===== src/sram_cfg.svh =====
`ifndef SRAM_CFG_SVH
`define SRAM_CFG_SVH
// ****************************************
// geometry
// ****************************************
`define SRAM_ADDR_W 18
`define SRAM_DATA_W 4
// ****************************************
// timing, in ns, and cycle counts at clk rate
// ****************************************
`define CLK_PERIOD_NS 50
// slowest grade write pulse with output drive held off
`define WP_NS 8
// read cycle time of slowest grade
`define RC_NS 12
// output return after write end
`define OW_NS 3
`define CEIL_CYC(ns) (((ns) + `CLK_PERIOD_NS - 1) / `CLK_PERIOD_NS)
`define WP_CYC `CEIL_CYC(`WP_NS)
`define RC_CYC `CEIL_CYC(`RC_NS)
`define OW_CYC `CEIL_CYC(`OW_NS)
`define CNT_W 4
`define CNT_ZERO 4'h0
`define CNT_ONE 4'h1
`endif


===== src/sram_pkg.sv =====
// Purpose: shared types of the memory controller
// Assumes: nothing
// Notes: states are one-hot
package sram_pkg;
  typedef enum logic [4:0] {
    ST_IDLE = 5'h01,
    ST_WSET = 5'h02,
    ST_WPUL = 5'h04,
    ST_WREC = 5'h08,
    ST_READ = 5'h10
  } ctl_state_t;
endpackage : sram_pkg


===== src/sram_host_ctl.sv =====
// Purpose: host controller sequencing an asynchronous 256k x 4 static memory
// Assumes: one request at a time; memory pins wired straight to outputs
// Notes: every pin output is a flip-flop
// Overview of operation
// RULE1 - memory holds 262144 four-bit words, 18-bit address, shared 4-bit data
// RULE2 - memory is static; controller needs no refresh or clocking of it
// RULE3 - select high deselects the memory, its data lines float
// RULE4 - selected without write or output drive, memory floats its data lines
// RULE5 - read holds strobe high, select and output drive low
// RULE6 - after address change the memory drives the new word
// RULE7 - memory stores only while select and strobe both low
// RULE8 - write spans later falling to earlier rising of select and strobe
// RULE9 - select falling with or after strobe keeps memory data floating
// RULE10 - memory resumes driving no sooner than 3 ns after write ends
// RULE11 - write pulse at least 8 ns with drive off, longer with drive on
// RULE12 - at read levels the memory drives its data lines
// RULE13 - controller never drives data while the memory drives
// RULE14 - sequencing keeps overlap of both drivers minimal or absent
// RULE15 - address and data stay stable across the whole write overlap
`include "sram_cfg.svh"
module sram_host_ctl #(
  parameter int AW = `SRAM_ADDR_W,
  parameter int DW = `SRAM_DATA_W
) (
  input wire logic clk,
  input wire logic resetn,
  input wire logic req_valid,
  input wire logic req_write,
  input wire logic [AW-1:0] req_addr,
  input wire logic [DW-1:0] req_wdata,
  output logic req_ready,
  output logic rsp_valid,
  output logic [DW-1:0] rsp_rdata,
  output logic [AW-1:0] word_address,
  output logic select_n,
  output logic strobe_n,
  output logic drive_n,
  input wire logic [DW-1:0] data_in,
  output logic [DW-1:0] data_out,
  output logic data_oe
);
  // ****************************************
  // pin input crossing
  // ****************************************
  logic [DW-1:0] data_sync;
  pin_sync #(.W(DW)) u_sync (
    .clk(clk),
    .resetn(resetn),
    .d(data_in),
    .q(data_sync)
  );
  // ****************************************
  // sequencer state
  // ****************************************
  sram_pkg::ctl_state_t st_q, st_d;
  logic [`CNT_W-1:0] cnt_q, cnt_d;
  logic [AW-1:0] addr_q, addr_d;
  logic [DW-1:0] wd_q, wd_d;
  logic sel_q, sel_d;
  logic stb_q, stb_d;
  logic drv_q, drv_d;
  logic oe_q, oe_d;
  logic rdy_q, rdy_d;
  logic rv_q, rv_d;
  logic [DW-1:0] rd_q, rd_d;
  logic take;
  logic sample_now;
  // a request is only looked at while parked, so a held request is not taken again before the current operation ends
  assign take = (st_q == sram_pkg::ST_IDLE) && req_valid && rdy_q;
  assign sample_now = (st_q == sram_pkg::ST_READ) && (cnt_q == `CNT_ZERO);
  always_comb begin
    st_d = st_q;
    cnt_d = cnt_q;
    sel_d = sel_q;
    stb_d = stb_q;
    drv_d = drv_q;
    oe_d = oe_q;
    rdy_d = rdy_q;
    case (st_q)
      sram_pkg::ST_IDLE: begin
        // idle: deselected, nobody drives
        sel_d = 1'b1; // RULE3
        stb_d = 1'b1;
        drv_d = 1'b1; // RULE4
        oe_d = 1'b0;
        if (take) begin
          rdy_d = 1'b0;
          if (req_write) begin
            // strobe low before select, so memory never drives: RULE9
            stb_d = 1'b0; // RULE9
            oe_d = 1'b1; // RULE13
            st_d = sram_pkg::ST_WSET;
          end else begin
            sel_d = 1'b0; // RULE5
            drv_d = 1'b0; // RULE12
            cnt_d = `CNT_W'(`RC_CYC + 1);
            st_d = sram_pkg::ST_READ;
          end
        end
      end
      sram_pkg::ST_WSET: begin
        // select falls last: write begins here
        sel_d = 1'b0; // RULE8
        cnt_d = `CNT_W'(`WP_CYC);
        st_d = sram_pkg::ST_WPUL;
      end
      sram_pkg::ST_WPUL: begin
        // address and data held constant through the overlap
        if (cnt_q <= `CNT_ONE) begin
          stb_d = 1'b1; // RULE11
          sel_d = 1'b1; // RULE7
          st_d = sram_pkg::ST_WREC;
          cnt_d = `CNT_W'(`OW_CYC);
        end else begin
          cnt_d = cnt_q - `CNT_ONE; // RULE15
        end
      end
      sram_pkg::ST_WREC: begin
        // release data one cycle after the write ends: hold time margin
        oe_d = 1'b0; // RULE14
        if (cnt_q <= `CNT_ONE) begin
          rdy_d = 1'b1;
          st_d = sram_pkg::ST_IDLE;
        end else begin
          cnt_d = cnt_q - `CNT_ONE; // RULE10
        end
      end
      sram_pkg::ST_READ: begin
        // extra cycle covers the two-stage synchroniser
        if (sample_now) begin
          sel_d = 1'b1;
          drv_d = 1'b1;
          rdy_d = 1'b1;
          st_d = sram_pkg::ST_IDLE;
        end else begin
          cnt_d = cnt_q - `CNT_ONE; // RULE2
        end
      end
      default: begin
        st_d = sram_pkg::ST_IDLE;
        sel_d = 1'b1;
        stb_d = 1'b1;
        drv_d = 1'b1;
        oe_d = 1'b0;
        rdy_d = 1'b1;
      end
    endcase
  end
  always_ff @(posedge clk or negedge resetn) begin
    if (!resetn) begin
      st_q <= sram_pkg::ST_IDLE;
      cnt_q <= `CNT_ZERO;
      sel_q <= 1'b1;
      stb_q <= 1'b1;
      drv_q <= 1'b1;
      oe_q <= 1'b0;
      rdy_q <= 1'b1;
    end else begin
      st_q <= st_d;
      cnt_q <= cnt_d;
      sel_q <= sel_d;
      stb_q <= stb_d;
      drv_q <= drv_d;
      oe_q <= oe_d;
      rdy_q <= rdy_d;
    end
  end
  // ****************************************
  // address and write data capture
  // ****************************************
  // frozen from take to the next take, so the word cannot move under a write
  always_comb begin
    addr_d = addr_q;
    wd_d = wd_q;
    if (take) begin
      addr_d = req_addr; // RULE15
      wd_d = req_wdata; // RULE15
    end
  end
  always_ff @(posedge clk or negedge resetn) begin
    if (!resetn) begin
      addr_q <= '0;
      wd_q <= '0;
    end else begin
      addr_q <= addr_d;
      wd_q <= wd_d;
    end
  end
  // ****************************************
  // read response
  // ****************************************
  // sampled three edges after select: two for the synchroniser, one for access time
  always_comb begin
    rv_d = 1'b0;
    rd_d = rd_q;
    if (sample_now) begin
      rd_d = data_sync; // RULE5
      rv_d = 1'b1;
    end
  end
  always_ff @(posedge clk or negedge resetn) begin
    if (!resetn) begin
      rv_q <= 1'b0;
      rd_q <= '0;
    end else begin
      rv_q <= rv_d;
      rd_q <= rd_d;
    end
  end
  // ****************************************
  // outputs
  // ****************************************
  assign req_ready = rdy_q;
  assign rsp_valid = rv_q;
  assign rsp_rdata = rd_q;
  assign word_address = addr_q;
  assign select_n = sel_q;
  assign strobe_n = stb_q;
  assign drive_n = drv_q;
  assign data_out = wd_q;
  assign data_oe = oe_q;
endmodule : sram_host_ctl


===== src/pin_sync.sv =====
// Purpose: two flip-flop synchroniser per bit
// Assumes: d comes from another domain
// Notes: first stage feeds only the second
module pin_sync #(
  parameter int W = 4
) (
  input wire logic clk,
  input wire logic resetn,
  input wire logic [W-1:0] d,
  output logic [W-1:0] q
);
  logic [W-1:0] s1_q;
  logic [W-1:0] s2_q;
  genvar i;
  generate
    for (i = 0; i < W; i++) begin : g_bit
      always_ff @(posedge clk or negedge resetn) begin
        if (!resetn) begin
          s1_q[i] <= 1'b0;
          s2_q[i] <= 1'b0;
        end else begin
          s1_q[i] <= d[i];
          s2_q[i] <= s1_q[i];
        end
      end
    end
  endgenerate
  assign q = s2_q;
endmodule : pin_sync


===== config.mk =====
export PLATFORM = sky130hd
export DESIGN_NAME = sram_host_ctl
export DESIGN_NICKNAME = d
export VERILOG_FILES = /design/src/sram_pkg.sv /design/src/sram_host_ctl.sv /design/src/pin_sync.sv
export VERILOG_INCLUDE_DIRS = /design/src
export SDC_FILE = /design/constraint.sdc
export NUM_CORES = 1
export LEC_CHECK = 0
export BUFFER_PORTS_ARGS = -buffer_cell sky130_fd_sc_hd__buf_2
export CAP_MARGIN = 20
export CORE_UTILIZATION = 55
export DETAILED_ROUTE_END_ITERATION = 8
export HOLD_SLACK_MARGIN = 0.02
export PLACE_DENSITY = 0.89
export SLEW_MARGIN = 10
export SYNTH_ARGS = -nofsm -noshare
export SYNTH_HDL_FRONTEND = slang
export SYNTH_SLANG_ARGS = --single-unit

===== constraint.sdc =====
create_clock -name clk -period 3.3 [get_ports clk]
set_input_delay 0.165 -clock clk [delete_from_list [all_inputs] [get_ports clk]]
set_output_delay 0.165 -clock clk [all_outputs]
set_load 0.02 [all_outputs]

# == Yosys cells after proc, flatten, opt, wreduce, memory -nomap -nowiden ==
# Index checks and enable logic that the tools add are counted.
# op_classes
n_reduce_logical,15
add_sub_neg,1
magnitude_cmp,1
eq_ne,12
bitwise_logic,4
mux,26
# ops
operator,count
5-bit two-way mux,5
5-bit case mux with 5 select lines,1
4-bit two-way mux,5
4-bit case mux with 5 select lines,1
2-bit inequality test (second input constant),7
1-bit two-way mux,9
3-bit OR reduction,3
4-bit AND reduction,2
1-bit case mux with 3 select lines,2
5-bit by 1-bit == test with 1-bit output (second input constant),1
5-bit by 2-bit == test with 1-bit output (second input constant),1
5-bit by 3-bit == test with 1-bit output (second input constant),1
5-bit by 4-bit == test with 1-bit output (second input constant),1
5-bit == test (second input constant),1
1-bit case mux with 5 select lines,1
5-bit AND reduction,1
5-bit nonzero test,1
4-bit by 1-bit less-or-equal comparator with 1-bit output (second input constant),1
4-bit logical NOT,1
1-bit NOT,4
1-bit case mux with 4 select lines,1
2-bit AND reduction,2
4-bit by 1-bit subtractor with 4-bit output (second input constant),1
1-bit logical AND,3
3 further kinds,3
# word_totals
reg_bits,49
out_inout_bits,32

# == Depth between registers and ports, before layout ==
# logic_depth
word_depth,5
depth_mapped,7
mapped_depth_nobuf,7

# == Cells and area by module ==
# From an unflattened synthesis, not the netlist that was laid out.
# unflattened
hier_cells,165
hier_area_um2,2115.8
# by_module_without_submodules
module,area_each_um2,cells_per_inst,instances
sram_host_ctl,1915.6,157,1
pin_sync,200.2,8,1

# == Least setup slack after synthesis ==
# OpenSTA, ideal clock, no wires.
# synth_path
path_kind,register -> register
startpoint,reg cnt_q[0]
endpoint,reg cnt_q[0]
path_stages_with_launch,7
setup_time_ns,0.125
path_buffers,0
arrival_ns,1.745
required_ns,3.175
setup_slack_ns,1.430
path_cell_list,dfrtp_1 -> inv_1 -> ha_1 -> o21ai_1 -> o221ai_4 -> nor2_2 -> mux2_4
# synth_between
elab_chain_cells,4
elab_cells_between_ends,11
cone_classes,add/sub: 1; order compare: 1; eq/ne: 2; mux: 4; reduce/logical: 3
# synth_lines
item,line,text
start: declaration,sram_host_ctl.sv:56,"logic [`CNT_W-1:0] cnt_q, cnt_d;"
start signal: assignment,sram_host_ctl.sv:152,cnt_q <= `CNT_ZERO;
start signal: assignment,sram_host_ctl.sv:160,cnt_q <= cnt_d;
branches (longest 4 deep; another with 4-bit by 1-bit subtractor with 4-bit output),-,
# Parallel ways; which one is timed is not known. The select of a mux whose other input is x is not followed.
# A chain may end at the register's enable or synchronous reset.

# == Worst setup path after layout ==
# Ends and elaborated chain as after synthesis.

==> run summary <==
count leader, synth = dfrtp_1
synthesized area per cell = 12.2 sq um
Max Cap Viol = 0
Syn Nets = 220
Die Wd = 66.5 um
crit end category = flip-flop
total CTS buffers = 5
clk slew on worst S/H paths = 0.09 ns
area leader, netlist = dfrtp_1
Clock Sink Count = 49
number of synthesized register bits = 49
clock power share = 13.7%
Period Utilization, post-route = 65.9%
post-route setup TNS = 0 ns
H-Tree Depth = 2
fin nets = 287
post-CTS resize count = 0
Sw Share = 42.0%
via count = 1703
Residual DRC = 0
worst slew pin tran = 0.622 ns
Syn Inst Count = 187
share of post-route cells with drive strength above 1 = 42.7%
Synth Cell Area = 0.00229 sq mm
Period minus WS final = 2.17 ns
CP peak stage delay = 0.48 ns
gr ovfl total = 0
commonest cells in the synthesized netlist = dfrtp_1 (44), mux2_2 (21), nand2_1 (18)
net switching power = 1.06 mW
CP required = 3.50 ns
CTS Buffer Depth = 2
Max Fanout on Critical Path = 6
arrival time at the worst endpoint = 2.37 ns
Unique masters post-synth = 50
fillers = 262
Total GRT Usage = 24.8%
Initial DRC Count = 61
I/O pin count = 62
RePlAce Congestion = 0.865
post-CTS setup buffer count = 0
Critical path buffers and inverters = 1
Int Pwr = 1.46 mW
Detail Placement HPWL = 3350 um
CTS tree = yes
Reg power frac = 39.3%
top cell type's share of synthesized area = 48.1%
unrepaired setup endpoints after global routing = no
peak supply drop = 659 uV
Final Hold Vio Count = 0
Initial Util = 57.2%
Post-synth EDFFs = 0
CP Cell Sequence = inv_1 -> ha_1 -> o21ai_1 -> o221ai_4 -> nor2_2 -> mux2_4
Seq/Total Area, Yosys = 53.8%
Critical Path Source Type = flip-flop
Final setup viols = 0
slowest stage cell, crit path = o21ai_1
via/cell ratio = 5.58
CTS root buf = clkbuf_8
DP Worst Slack = 1.16 ns
Die ar. = 0.00442 sq mm
Core ar. = 0.00400 sq mm
Die Height = 66.5 um
Post-DRT Antenna Nets = 0
crit path kind = flip-flop to flip-flop
Max Clock Freq = 460 MHz
DRT Pass-1 Iters = 4
run status = finished, final reports clean
Setup Skew = 0.00413 ns
ys flop type = dfrtp_1
antenna diode count = 0
YS warnings = 0
combinational share of power = 47.0%
initial antenna violation count = 0
first-pass GRT wire length = 7910 um
total routed wirelength = 5160 um
leakage dissipation = 1.32 nW
drt wl/cell = 16.9 um
power density cells = 917 mW/mm^2
hold_buf cts = 4
Async SR Flop Fraction = 100%
fin worst setup slack = 1.13 ns
Hold/Removal Path Class = input pin to flip-flop
Syn-to-layout area delta = 19.8%
Placement Rows = 23
Slew Limit Fails = 0
vias in the first global route = 1696
largest net degree at the start of global routing = 50
clk_lat worst skew = 0.30 ns
largest cells by area after synthesis = dfrtp_1 (48%), mux2_2 (10%), dfstp_2 (5.7%)
CP delay by family, top = compound AO/OA/AOI/OAI gates
IO Port Bufs = 61
slew margin rel. = 58.6%
-- power groups by stage --
stage | registers (mW) | clock network [mW] | logic (mW)
floorplan | 1.16 | 0 | 0.655
global placement | 0.972 | 0 | 1.10
detailed placement | 0.988 | 0 | 1.15
CTS | 0.983 | 0.346 | 1.17
global route | 1.02 | 0.367 | 1.27
finish | 0.990 | 0.345 | 1.18
-- metrics by stage --
step | cell area (sq um) | power (mW) | std cells | utilization, % | hold WS, ns
6_report | 2740 | 2.52 | 305 | 68.6 | 0.0706
5_1_grt | 2740 | 2.65 | 305 | 68.6 | 0.0722
4_1_cts | 2710 | 2.50 | 303 | 67.8 | 0.0712
3_5_place_dp | 2590 | 2.14 | 291 | 64.7 | 0.275
3_3_place_gp | 2590 | 2.08 | 291 | 64.7 | 0.273
2_1_floorplan | 2290 | 1.82 | 187 | - | -0.131
-- routing by layer --
| layer | vias to the layer above | wire (um) | GRT usage, % |
|---|---|---|---|
| met1 | 831 | 1980 | 28.3 |
| met5 | - | 0 | 0 |
| li1 | 792 | - | - |
| met3 | 15 | 313 | 7.71 |
| met4 | 0 | 140 | 12.2 |
| met2 | 65 | 2720 | 42.0 |
-- sequential cells by signal (all words and copies together) (netlist names) --
signal / flops
cnt_q: 4
data_oe: 1
data_out: 4
drive_n: 1
req_ready: 1
rsp_rdata: 4
rsp_valid: 1
select_n: 1
st_q: 5
strobe_n: 1
u_sync.q: 4
u_sync.s1_q: 4
word_address: 18
-- cell families after synthesis --
group,synth area share [%]
muxes,12.0
DFF,53.8
buffers and inverters,4.26
and+or+nand+nor,15.6
adders and majority gates,1.64
xor gates and xnor gates,1.53
AOI/OAI and AO/OA,11.1
-- placed cells by master, fill, tap and decap left out, types with 2 or more instances in the layout --
master / netlist / final
clkbuf_1: 1 / 2
nor3_1: 2 / 2
xnor2_1: 3 / 3
o22a_1: 2 / 2
buf_2: 0 / 61
nand2_1: 18 / 18
inv_1: 8 / 8
nor3b_2: 2 / 2
or3b_1: 2 / 2
mux2_2: 21 / 21
dfrtp_1: 44 / 44
clkbuf_8: 0 / 5
a22oi_1: 2 / 2
nor3b_1: 2 / 2
o21ai_0: 7 / 7
or3_1: 3 / 3
dlygate4sd3_1: 0 / 5
a21oi_1: 8 / 8
nor2_1: 13 / 13
nor2b_1: 3 / 3
mux2_1: 2 / 2
dfstp_2: 5 / 5
ha_1: 3 / 3
a22o_1: 3 / 3
-- layout make-up --
class / count / area, sq um / share of cell area [%]
well taps: 50 / 62.6 / 2.28
inverters: 8 / 30.0 / 1.09
multi-input cells: 123 / 960 / 35.0
clock buffers: 7 / 76.3 / 2.78
repair buffers: 67 / 375 / 13.7
flip-flops and latches: 49 / 1230 / 44.9
clock inverters: 1 / 7.51 / 0.274
-- path summary, 6_finish.rpt --
kind                           startpoint         endpoint  slack, ns  cells after the start
max                              cnt_q[0]         cnt_q[0]       1.13                      6
min                           req_addr[1]  word_address[1]       0.07                      2
max reg2reg                      cnt_q[0]         cnt_q[0]       1.13                      6
min reg2reg                u_sync.s1_q[1]      u_sync.q[1]       0.36                      0
max in group asynchronous          resetn        req_ready       2.52                      3
min in group asynchronous          resetn          st_q[4]       0.25                      2
(Power assumes the default switching activity.)
